--- src/design/vbi_map.svh ---
// Register map, field positions and reset values of the supply-valid indicator control
`ifndef VBI_MAP_SVH
`define VBI_MAP_SVH

// ************************************************************
// Register indices; the byte address is four times the index
// ************************************************************
`define VBI_OFS_OTG 4'h0
`define VBI_OFS_IFC 4'h1
`define VBI_OFS_MODE 4'h2
`define VBI_OFS_EN_RISE 4'h3
`define VBI_OFS_EN_FALL 4'h4
`define VBI_OFS_STATUS 4'h5
`define VBI_OFS_LATCH 4'h6
`define VBI_OFS_IOPWR 4'h7
`define VBI_ADDR_LSB 2
`define VBI_ADDR_MSB 5
`define VBI_ADDR_W 6

// ************************************************************
// Field positions
// ************************************************************
`define VBI_OTG_PULLDOWN 3
`define VBI_OTG_PULLUP 4
`define VBI_OTG_EXT_DRIVE 6
`define VBI_OTG_EXT_SEL 7
`define VBI_IFC_COMPLEMENT 5
`define VBI_IFC_PASS_THRU 6
`define VBI_MODE_UART 0
`define VBI_MODE_SUSPEND_N 1
`define VBI_MODE_CHG_EN 2
`define VBI_ST_SUPPLY 1
`define VBI_ST_SESSION 2
`define VBI_ST_CHARGER 5
`define VBI_IOPWR_UART_LO 0
`define VBI_IOPWR_UART_HI 1
`define VBI_IOPWR_NORM_LO 2
`define VBI_IOPWR_NORM_HI 3

// ************************************************************
// Reset values and answers
// ************************************************************
`define VBI_RST_OTG 8'h00
`define VBI_RST_IFC 8'h00
`define VBI_RST_MODE 8'h02
`define VBI_RST_EN 8'h26
`define VBI_RST_IOPWR 8'h00
`define VBI_EXT_INDICATOR 1'b1
`define VBI_RESP_OKAY 2'h0
`define VBI_RESP_SLVERR 2'h2

`endif

--- src/design/vbi_pkg.sv ---
// Types shared by the supply-valid indicator control modules
`default_nettype none
package vbi_pkg;
	typedef logic [7:0] vbi_byte_t;
	typedef logic [1:0] vbi_resp_t;
endpackage
`default_nettype wire

--- src/design/vbi_top.sv ---
// Supply-valid indicator, supply pulsing, UART entry and charger-detect status control
// Operation
// - Comparator off unless rise or fall enabled
// - External indicator held at constant one
// - Indicator select resets to zero
// - Select zero: field follows internal comparator
// - Select one: pass-thru and complement decode
// - OTG bit 3 drives supply pull-down
// - OTG bit 4 drives supply pull-up
// - External drive bit has no pin
// - UART entry selects UART regulator level
// - No line state on low data lines in UART
// - Charger detection stays on in low power
// - Charger detect changes raise an event
//
// Design decisions made here: the AXI4-Lite interface to the registers and the address map.
`default_nettype none
`include "vbi_map.svh"
module vbi_top (
	input wire logic SYS_CLK,
	input wire logic RST_N,
	input wire logic AWVALID,
	output logic AWREADY,
	input wire logic [`VBI_ADDR_W-1:0] AWADDR,
	input wire logic [2:0] AWPROT,
	input wire logic WVALID,
	output logic WREADY,
	input wire logic [31:0] WDATA,
	input wire logic [3:0] WSTRB,
	output logic BVALID,
	input wire logic BREADY,
	output logic [1:0] BRESP,
	input wire logic ARVALID,
	output logic ARREADY,
	input wire logic [`VBI_ADDR_W-1:0] ARADDR,
	input wire logic [2:0] ARPROT,
	output logic RVALID,
	input wire logic RREADY,
	output logic [31:0] RDATA,
	output logic [1:0] RRESP,
	input wire logic SUPPLY_VALID_CMP,
	input wire logic SESSION_PRESENT_CMP,
	input wire logic CHARGER_VOLTAGE_DETECT,
	input wire logic [1:0] LINE_STATE,
	output logic SUPPLY_VALID_CMP_EN,
	output logic RXCMD_SUPPLY_VALID,
	output logic RXCMD_SESSION_VALID,
	output logic SUPPLY_PULLDOWN_CTL,
	output logic SUPPLY_PULLUP_CTL,
	output logic UART_MODE,
	output logic [1:0] REGULATOR_LEVEL,
	output logic [1:0] DATA_LINE_STATE,
	output logic CHARGER_DETECT_EN,
	output logic EVENT_PENDING
);
	// ************************************************************
	// State
	// ************************************************************
	typedef struct packed {
		vbi_pkg::vbi_byte_t otg;
		vbi_pkg::vbi_byte_t ifc;
		vbi_pkg::vbi_byte_t mode;
		vbi_pkg::vbi_byte_t en_rise;
		vbi_pkg::vbi_byte_t en_fall;
		vbi_pkg::vbi_byte_t iopwr;
		logic supply;
		logic session;
		logic charger;
		logic [1:0] line_state;
		logic rx_supply;
		logic rx_session;
		logic [1:0] reg_level;
		logic [1:0] data_ls;
	} vbi_top_st_t;

	vbi_top_st_t s_q;
	vbi_top_st_t s_d;

	logic wr_en;
	logic [`VBI_ADDR_W-1:0] wr_addr;
	logic [31:0] wr_data;
	logic [3:0] wr_strb;
	logic wr_ok;
	logic rd_en;
	logic [31:0] rd_data;
	logic rd_ok;
	logic [3:0] wr_idx;
	logic [3:0] rd_idx;
	logic cmp_en;
	logic ext_ind;
	logic sel;
	logic pass;
	logic comp;
	logic status_supply;
	vbi_pkg::vbi_byte_t status;
	vbi_pkg::vbi_byte_t latch;
	vbi_pkg::vbi_byte_t latch_clr;

	// ************************************************************
	// Register bus
	// ************************************************************
	vbi_axil u_axil (
		.clk(SYS_CLK),
		.rst_n(RST_N),
		.awvalid(AWVALID),
		.awready(AWREADY),
		.awaddr(AWADDR),
		.wvalid(WVALID),
		.wready(WREADY),
		.wdata(WDATA),
		.wstrb(WSTRB),
		.bvalid(BVALID),
		.bready(BREADY),
		.bresp(BRESP),
		.arvalid(ARVALID),
		.arready(ARREADY),
		.araddr(ARADDR),
		.rvalid(RVALID),
		.rready(RREADY),
		.rdata(RDATA),
		.rresp(RRESP),
		.wr_en(wr_en),
		.wr_addr(wr_addr),
		.wr_data(wr_data),
		.wr_strb(wr_strb),
		.wr_ok(wr_ok),
		.rd_en(rd_en),
		.rd_data(rd_data),
		.rd_ok(rd_ok)
	);

	assign wr_idx = wr_addr[`VBI_ADDR_MSB:`VBI_ADDR_LSB];
	assign rd_idx = ARADDR[`VBI_ADDR_MSB:`VBI_ADDR_LSB];

	// ************************************************************
	// Supply-valid indicator decode
	// ************************************************************
	assign cmp_en = s_q.en_rise[`VBI_ST_SUPPLY] | s_q.en_fall[`VBI_ST_SUPPLY];
	assign status_supply = cmp_en & s_q.supply;
	// No pin feeds the external indicator; it is a tie-off
	assign ext_ind = `VBI_EXT_INDICATOR;
	assign sel = s_q.otg[`VBI_OTG_EXT_SEL];
	assign pass = s_q.ifc[`VBI_IFC_PASS_THRU];
	assign comp = s_q.ifc[`VBI_IFC_COMPLEMENT];

	always_comb begin
		status = '0;
		status[`VBI_ST_SUPPLY] = status_supply;
		status[`VBI_ST_SESSION] = s_q.session;
		status[`VBI_ST_CHARGER] = s_q.charger;
	end

	// ************************************************************
	// Change latches
	// ************************************************************
	// Latches keep running whatever the suspend bit says
	vbi_evt #(
		.W(8)
	) u_evt (
		.clk(SYS_CLK),
		.rst_n(RST_N),
		.cur(status),
		.en_rise(s_q.en_rise),
		.en_fall(s_q.en_fall),
		.clr(latch_clr),
		.latch(latch)
	);

	// Reading the latch register clears what was read
	assign latch_clr = (rd_en && rd_idx == `VBI_OFS_LATCH) ? latch : '0;

	// ************************************************************
	// Read decode
	// ************************************************************
	always_comb begin
		rd_data = '0;
		rd_ok = 1'b1;
		case (rd_idx)
			`VBI_OFS_OTG: begin
				rd_data[7:0] = s_q.otg;
			end
			`VBI_OFS_IFC: begin
				rd_data[7:0] = s_q.ifc;
			end
			`VBI_OFS_MODE: begin
				rd_data[7:0] = s_q.mode;
			end
			`VBI_OFS_EN_RISE: begin
				rd_data[7:0] = s_q.en_rise;
			end
			`VBI_OFS_EN_FALL: begin
				rd_data[7:0] = s_q.en_fall;
			end
			`VBI_OFS_STATUS: begin
				rd_data[7:0] = status;
			end
			`VBI_OFS_LATCH: begin
				rd_data[7:0] = latch;
			end
			`VBI_OFS_IOPWR: begin
				rd_data[7:0] = s_q.iopwr;
			end
			default: begin
				rd_ok = 1'b0;
			end
		endcase
	end

	always_comb begin
		case (wr_idx)
			`VBI_OFS_OTG, `VBI_OFS_IFC, `VBI_OFS_MODE, `VBI_OFS_EN_RISE,
			`VBI_OFS_EN_FALL, `VBI_OFS_STATUS, `VBI_OFS_LATCH, `VBI_OFS_IOPWR: begin
				wr_ok = 1'b1;
			end
			default: begin
				wr_ok = 1'b0;
			end
		endcase
	end

	// ************************************************************
	// Next state
	// ************************************************************
	always_comb begin
		s_d = s_q;
		s_d.supply = SUPPLY_VALID_CMP;
		s_d.session = SESSION_PRESENT_CMP;
		// Detect only counts with both data lines low
		s_d.charger = CHARGER_VOLTAGE_DETECT & (LINE_STATE == 2'h0);
		s_d.line_state = LINE_STATE;
		// Only byte lane 0 carries fields; other lanes are ignored
		if (wr_en && wr_strb[0]) begin
			case (wr_idx)
				`VBI_OFS_OTG: begin
					// The external drive bit is stored and read back only
					s_d.otg = wr_data[7:0];
				end
				`VBI_OFS_IFC: begin
					s_d.ifc = wr_data[7:0];
				end
				`VBI_OFS_MODE: begin
					s_d.mode = wr_data[7:0];
				end
				`VBI_OFS_EN_RISE: begin
					s_d.en_rise = wr_data[7:0];
				end
				`VBI_OFS_EN_FALL: begin
					s_d.en_fall = wr_data[7:0];
				end
				`VBI_OFS_IOPWR: begin
					s_d.iopwr = wr_data[7:0];
				end
				default: begin
				end
			endcase
		end
		if (!sel) begin
			s_d.rx_supply = status_supply;
		end else if (pass) begin
			s_d.rx_supply = ext_ind ^ comp;
		end else begin
			s_d.rx_supply = status_supply & (ext_ind ^ comp);
		end
		s_d.rx_session = s_q.session;
		if (s_q.mode[`VBI_MODE_UART]) begin
			s_d.reg_level = s_q.iopwr[`VBI_IOPWR_UART_HI:`VBI_IOPWR_UART_LO];
			// Data lines carry UART traffic, so line state is withheld
			s_d.data_ls = 2'h0;
		end else begin
			s_d.reg_level = s_q.iopwr[`VBI_IOPWR_NORM_HI:`VBI_IOPWR_NORM_LO];
			s_d.data_ls = s_q.line_state;
		end
	end

	always_ff @(posedge SYS_CLK) begin
		if (!RST_N) begin
			s_q <= '0;
			s_q.otg <= `VBI_RST_OTG;
			s_q.ifc <= `VBI_RST_IFC;
			s_q.mode <= `VBI_RST_MODE;
			s_q.en_rise <= `VBI_RST_EN;
			s_q.en_fall <= `VBI_RST_EN;
			s_q.iopwr <= `VBI_RST_IOPWR;
		end else begin
			s_q <= s_d;
		end
	end

	// ************************************************************
	// Outputs
	// ************************************************************
	assign SUPPLY_VALID_CMP_EN = cmp_en;
	assign RXCMD_SUPPLY_VALID = s_q.rx_supply;
	assign RXCMD_SESSION_VALID = s_q.rx_session;
	assign SUPPLY_PULLDOWN_CTL = s_q.otg[`VBI_OTG_PULLDOWN];
	assign SUPPLY_PULLUP_CTL = s_q.otg[`VBI_OTG_PULLUP];
	assign UART_MODE = s_q.mode[`VBI_MODE_UART];
	assign REGULATOR_LEVEL = s_q.reg_level;
	assign DATA_LINE_STATE = s_q.data_ls;
	// Not gated by the suspend bit, so detection runs in low power
	assign CHARGER_DETECT_EN = s_q.mode[`VBI_MODE_CHG_EN];
	assign EVENT_PENDING = |latch;
endmodule
`default_nettype wire

--- src/design/vbi_evt.sv ---
// Edge detector with sticky change latch for a group of status bits
`default_nettype none
module vbi_evt #(
	parameter int W = 8
) (
	input wire logic clk,
	input wire logic rst_n,
	input wire logic [W-1:0] cur,
	input wire logic [W-1:0] en_rise,
	input wire logic [W-1:0] en_fall,
	input wire logic [W-1:0] clr,
	output logic [W-1:0] latch
);
	typedef struct packed {
		logic [W-1:0] prev;
		logic [W-1:0] latch;
	} vbi_evt_st_t;

	vbi_evt_st_t s_q;
	vbi_evt_st_t s_d;
	logic [W-1:0] ev;

	always_comb begin
		s_d = s_q;
		ev = (cur & ~s_q.prev & en_rise) | (~cur & s_q.prev & en_fall);
		s_d.prev = cur;
		// A change seen in the clearing cycle survives the clear
		s_d.latch = (s_q.latch & ~clr) | ev;
	end

	always_ff @(posedge clk) begin
		if (!rst_n) begin
			s_q <= '0;
		end else begin
			s_q <= s_d;
		end
	end

	assign latch = s_q.latch;
endmodule
`default_nettype wire

--- src/design/vbi_axil.sv ---
// AXI4-Lite slave front end giving one-cycle register write and read strobes
`default_nettype none
`include "vbi_map.svh"
module vbi_axil (
	input wire logic clk,
	input wire logic rst_n,
	input wire logic awvalid,
	output logic awready,
	input wire logic [`VBI_ADDR_W-1:0] awaddr,
	input wire logic wvalid,
	output logic wready,
	input wire logic [31:0] wdata,
	input wire logic [3:0] wstrb,
	output logic bvalid,
	input wire logic bready,
	output vbi_pkg::vbi_resp_t bresp,
	input wire logic arvalid,
	output logic arready,
	input wire logic [`VBI_ADDR_W-1:0] araddr,
	output logic rvalid,
	input wire logic rready,
	output logic [31:0] rdata,
	output vbi_pkg::vbi_resp_t rresp,
	output logic wr_en,
	output logic [`VBI_ADDR_W-1:0] wr_addr,
	output logic [31:0] wr_data,
	output logic [3:0] wr_strb,
	input wire logic wr_ok,
	output logic rd_en,
	input wire logic [31:0] rd_data,
	input wire logic rd_ok
);
	typedef struct packed {
		logic aw_have;
		logic [`VBI_ADDR_W-1:0] aw_addr;
		logic w_have;
		logic [31:0] w_data;
		logic [3:0] w_strb;
		logic bvalid;
		vbi_pkg::vbi_resp_t bresp;
		logic rvalid;
		logic [31:0] rdata;
		vbi_pkg::vbi_resp_t rresp;
	} vbi_axil_st_t;

	vbi_axil_st_t s_q;
	vbi_axil_st_t s_d;

	assign awready = !s_q.aw_have && !s_q.bvalid;
	assign wready = !s_q.w_have && !s_q.bvalid;
	assign arready = !s_q.rvalid;
	assign wr_en = s_q.aw_have && s_q.w_have && !s_q.bvalid;
	assign wr_addr = s_q.aw_addr;
	assign wr_data = s_q.w_data;
	assign wr_strb = s_q.w_strb;
	assign rd_en = arvalid && arready;

	always_comb begin
		s_d = s_q;
		if (awvalid && awready) begin
			s_d.aw_have = 1'b1;
			s_d.aw_addr = awaddr;
		end
		if (wvalid && wready) begin
			s_d.w_have = 1'b1;
			s_d.w_data = wdata;
			s_d.w_strb = wstrb;
		end
		// Address and data are paired, then applied in one step with the answer
		if (wr_en) begin
			s_d.aw_have = 1'b0;
			s_d.w_have = 1'b0;
			s_d.bvalid = 1'b1;
			s_d.bresp = wr_ok ? `VBI_RESP_OKAY : `VBI_RESP_SLVERR;
		end else if (s_q.bvalid && bready) begin
			s_d.bvalid = 1'b0;
		end
		if (rd_en) begin
			s_d.rvalid = 1'b1;
			s_d.rdata = rd_data;
			s_d.rresp = rd_ok ? `VBI_RESP_OKAY : `VBI_RESP_SLVERR;
		end else if (s_q.rvalid && rready) begin
			s_d.rvalid = 1'b0;
		end
	end

	always_ff @(posedge clk) begin
		if (!rst_n) begin
			s_q <= '0;
		end else begin
			s_q <= s_d;
		end
	end

	assign bvalid = s_q.bvalid;
	assign bresp = s_q.bresp;
	assign rvalid = s_q.rvalid;
	assign rdata = s_q.rdata;
	assign rresp = s_q.rresp;
endmodule
`default_nettype wire

--- config.mk ---
export PLATFORM = sky130hd
export DESIGN_NAME = vbi_top
export DESIGN_NICKNAME = d
export VERILOG_FILES = /design/src/design/vbi_pkg.sv /design/src/design/vbi_top.sv /design/src/design/vbi_evt.sv /design/src/design/vbi_axil.sv
export VERILOG_INCLUDE_DIRS = /design/src /design/src/design
export SDC_FILE = /design/constraint.sdc
export NUM_CORES = 1
export LEC_CHECK = 0
export BUFFER_PORTS_ARGS = -buffer_cell sky130_fd_sc_hd__buf_2
export CELL_PAD_IN_SITES_DETAIL_PLACEMENT = 0
export CELL_PAD_IN_SITES_GLOBAL_PLACEMENT = 1
export CORE_UTILIZATION = 39
export DETAILED_ROUTE_END_ITERATION = 12
export MAX_ROUTING_LAYER = met4
export PLACE_DENSITY_LB_ADDON = 0.1
export SLEW_MARGIN = 0
export SYNTH_ARGS = -nofsm -noshare
export SYNTH_HDL_FRONTEND = slang
export SYNTH_SLANG_ARGS = --single-unit
--- constraint.sdc ---
create_clock -name SYS_CLK -period 1.9 [get_ports SYS_CLK]
set_clock_uncertainty 0.2 [all_clocks]
set_input_delay 0.38 -clock SYS_CLK [delete_from_list [all_inputs] [get_ports SYS_CLK]]
set_output_delay 0.38 -clock SYS_CLK [all_outputs]
set_load 0.02 [all_outputs]
==> impl_metrics.toml <==
[die]
start_util = 0.3998
die_x_um = 107.2
core_area_mm2 = 0.01079
die-area_mm2 = 0.01149
fp.dieH_um = 107.2
io-pin-count = 119
rows = 38

[place]
numPortBuffers = 55
dp.cells = 617
post-place-ws_ns = 0.02309
dp_hpwl_mm = 6.440
place_congestion = 0.7372

[logic_synthesis]
seq_area_frac_synth = 0.4453
synth_warnings = 0
netlist_area_mm2 = 0.004315
synth.area.top_cells = "dfxtp_1, mux2i_1, buf_4"
yosysTopAreaCell = "dfxtp_1"
async_reset_ff_frac = 0
yosys.area.top_type_share = 0.4453
synthMostInstantiatedCell = "dfxtp_1"
ys_ff_latch = 96
synth_ff_type = "dfxtp_1"
synth-edff-count = 0
netlist_instances = 451
synthTopCellsByCount = "dfxtp_1, o21ai_1, buf_4"
synth_cell_types = 56
avgSynthCellArea_um2 = 9.568

[grt]
grt_use_total = 0.1804
grt_max_degree = 65
grt_pass1_vias = 2844
grt_pass1_wl_mm = 15.17
antenna_found_initial = 0
overflow = 0

[final_layout]
post_layout_nonfiller_instances = 636
syn2layout_area_growth_pct = 11.34
final_net_count = 557
drive_above_1_share = 0.2198
fin_util = 0.4452
antennaDiodeCount = 0

[routing]
post_drt_wl_per_cell_um = 14.76
drc = 0
drt-initial-drc-count = 127
vias = 3142
via_per_inst = 4.940
wl_mm = 9.387
dr.pass1.iters = 4
ant_nets = 0

[cts]
clk_path_buf_depth = 2
cts_made_buffers = 9
clk_pin_slew_ns = 0.09
root_buffer = "clkbuf_8"
tritoncts = "built"
htreeDepth = 3
clkLatencyLatePin_ns = 0.37
cts_sinks = 96

[setup_path]
path_depth = 4
cp_max_fo = 2
crit_path_start_kind = "register"
path_class = "reg -> out"
slowest_delay_ns = 0.33
cp_slowest_cell = "dfxtp_2"
cp.required_ns = 1.32
critical-path-top-delay-family = "flip-flops"
endpoint_kind = "output pin"
arrival_ns = 1.31
critPathBufInv = 2
crit_chain = "nor4_2 -> buf_4 -> nand2_2 -> buf_6"
r2r_cells = 5

[sta]
slew_headroom = 0.6310
hold_viol_final = 0
slew_viol_final = 0
period_needed_ns = 1.885
grt_setup_unrepaired = "true"
holdWs_ns = 0.01383
setup_slack_ns = 0.01490
fin_tns_setup_ns = 0
tightest_slew_ns = 0.5524
finalCritPeriodShare = 0.9922
finalSetupViolCount = 0
fmax_ghz = 0.5305

[power_and_ir_drop]
peakVddDrop_mv = 0.3203
power.density_mw_per_mm2 = 830.3
p_leak_nw = 2.030

[flow_run]
cap_viol_max_count = 0

[run_status]
status = "finished, final reports clean"

[hold_path]
holdCritPathClass = "in -> reg"
min_path_cells = 2
==> placed cells by master (no fill, tap or decap), drive strengths merged, types with 3 or more instances in the layout <==
cell     n
buf     70
mux2     4
a221oi   4
and3     6
and3b    4
nor2b   24
conb    26
nand3   43
nor4     3
nor3b    4
a21oi    6
clkinv   3
mux2i   39
nor3     4
o21ai   51
nand2   37
nand3b   5
o22ai    6
nor2    10
nand4    5
dfxtp   96
clkbuf  10
and2     7
==> sequential cells by signal, indices dropped and copies added, names as in the netlist, 2 cells and up <==
name,count
u_axil.wr_addr,4
u_axil.rdata,8
u_axil.wr_data,8
u_evt.latch,8
REGULATOR_LEVEL,2
s_q,46
u_axil.s_q,2
u_evt.s_q,3
DATA_LINE_STATE,2
==> worst paths after layout <==
check | startpoint | end | slack (ns)
setup / recovery | u_evt.latch[0]$_SDFF_PN0_ | EVENT_PENDING | 0.01
hold / removal | SUPPLY_VALID_CMP | s_q[10]$_SDFF_PN0_ | 0.01
setup reg to reg | u_axil.s_q[74]$_SDFFE_PP0P_ | s_q[29]$_SDFFE_PN1P_ | 0.12
hold reg to reg | u_axil.rdata[7]$_SDFFE_PN0P_ | u_axil.rdata[7]$_SDFFE_PN0P_ | 0.25
==> worst reg2reg max path: stages (launching register included) <==
cell and delay [ns]:
dfxtp_1 0.39, and3b_1 0.30, buf_12 0.18, nand4_4 0.30, mux2i_1 0.24, nand2_1 0.06
==> cell families after synthesis <==
| group | after synthesis | share of synthesized area |
|---|---|---|
| and+or+nand+nor | 162 | 0.2291 |
| DFF | 96 | 0.4453 |
| AOI/OAI and AO/OA | 78 | 0.1067 |
| buffers and inverters | 70 | 0.1119 |
| muxes | 44 | 0.1061 |
| other | 1 | 0.0008690 |
==> area by class of cell <==
type                            count  area [µm²]
Clock inverter                      6       82.58
Sequential cell                    96        1924
Clock buffer                       10       137.6
Multi-Input combinational cell    310        2026
Inverter                            2       7.507
Fill cell                        1069        5988
Tap cell                          140       175.2
Timing Repair Buffer               72       451.7
==> per-stage QoR <==
| step | cell area, µm² | power [W] |
|---|---|---|
| final | 4805 | 0.003989 |
| after detailed placement | 4532 | 0.002538 |
| after global placement | 4532 | 0.002533 |
| after CTS | 4797 | 0.004034 |
| after global routing | 4805 | 0.004175 |
| after floorplan | 4409 | 0.002463 |
==> routing by layer <==
| metal | vias to the layer above | track usage | share of wire |
|---|---|---|---|
| li1 | 1606 | - | - |
| met1 | 1448 | 0.2453 | 0.50 |
| met2 | 79 | 0.2659 | 0.44 |
| met3 | 9 | 0.03343 | 0.048 |
| met4 | 0 | 0.06751 | 0.010 |
| met5 | - | - | 0 |
==> where the power goes <==
group | total (W) | switching, W | internal [W] | leakage, nW
logic | 0.000409 | 0.000252 | 0.000156 | 1.14
clock network | 0.00149 | 0.000723 | 0.000771 | 0.112
registers | 0.00209 | 0.0000326 | 0.00205 | 0.780
==> repair_timing <==
action | 4_1_cts | 5_1_grt
pin swaps | 1 | 0
hold endpoints to repair | 1 | 0
resized for setup | 6 | 1
setup buffers | 1 | 0
hold buffers | 2 | 0
setup endpoints to repair | 1 | 7
Power figures use the tool's default switching activity.
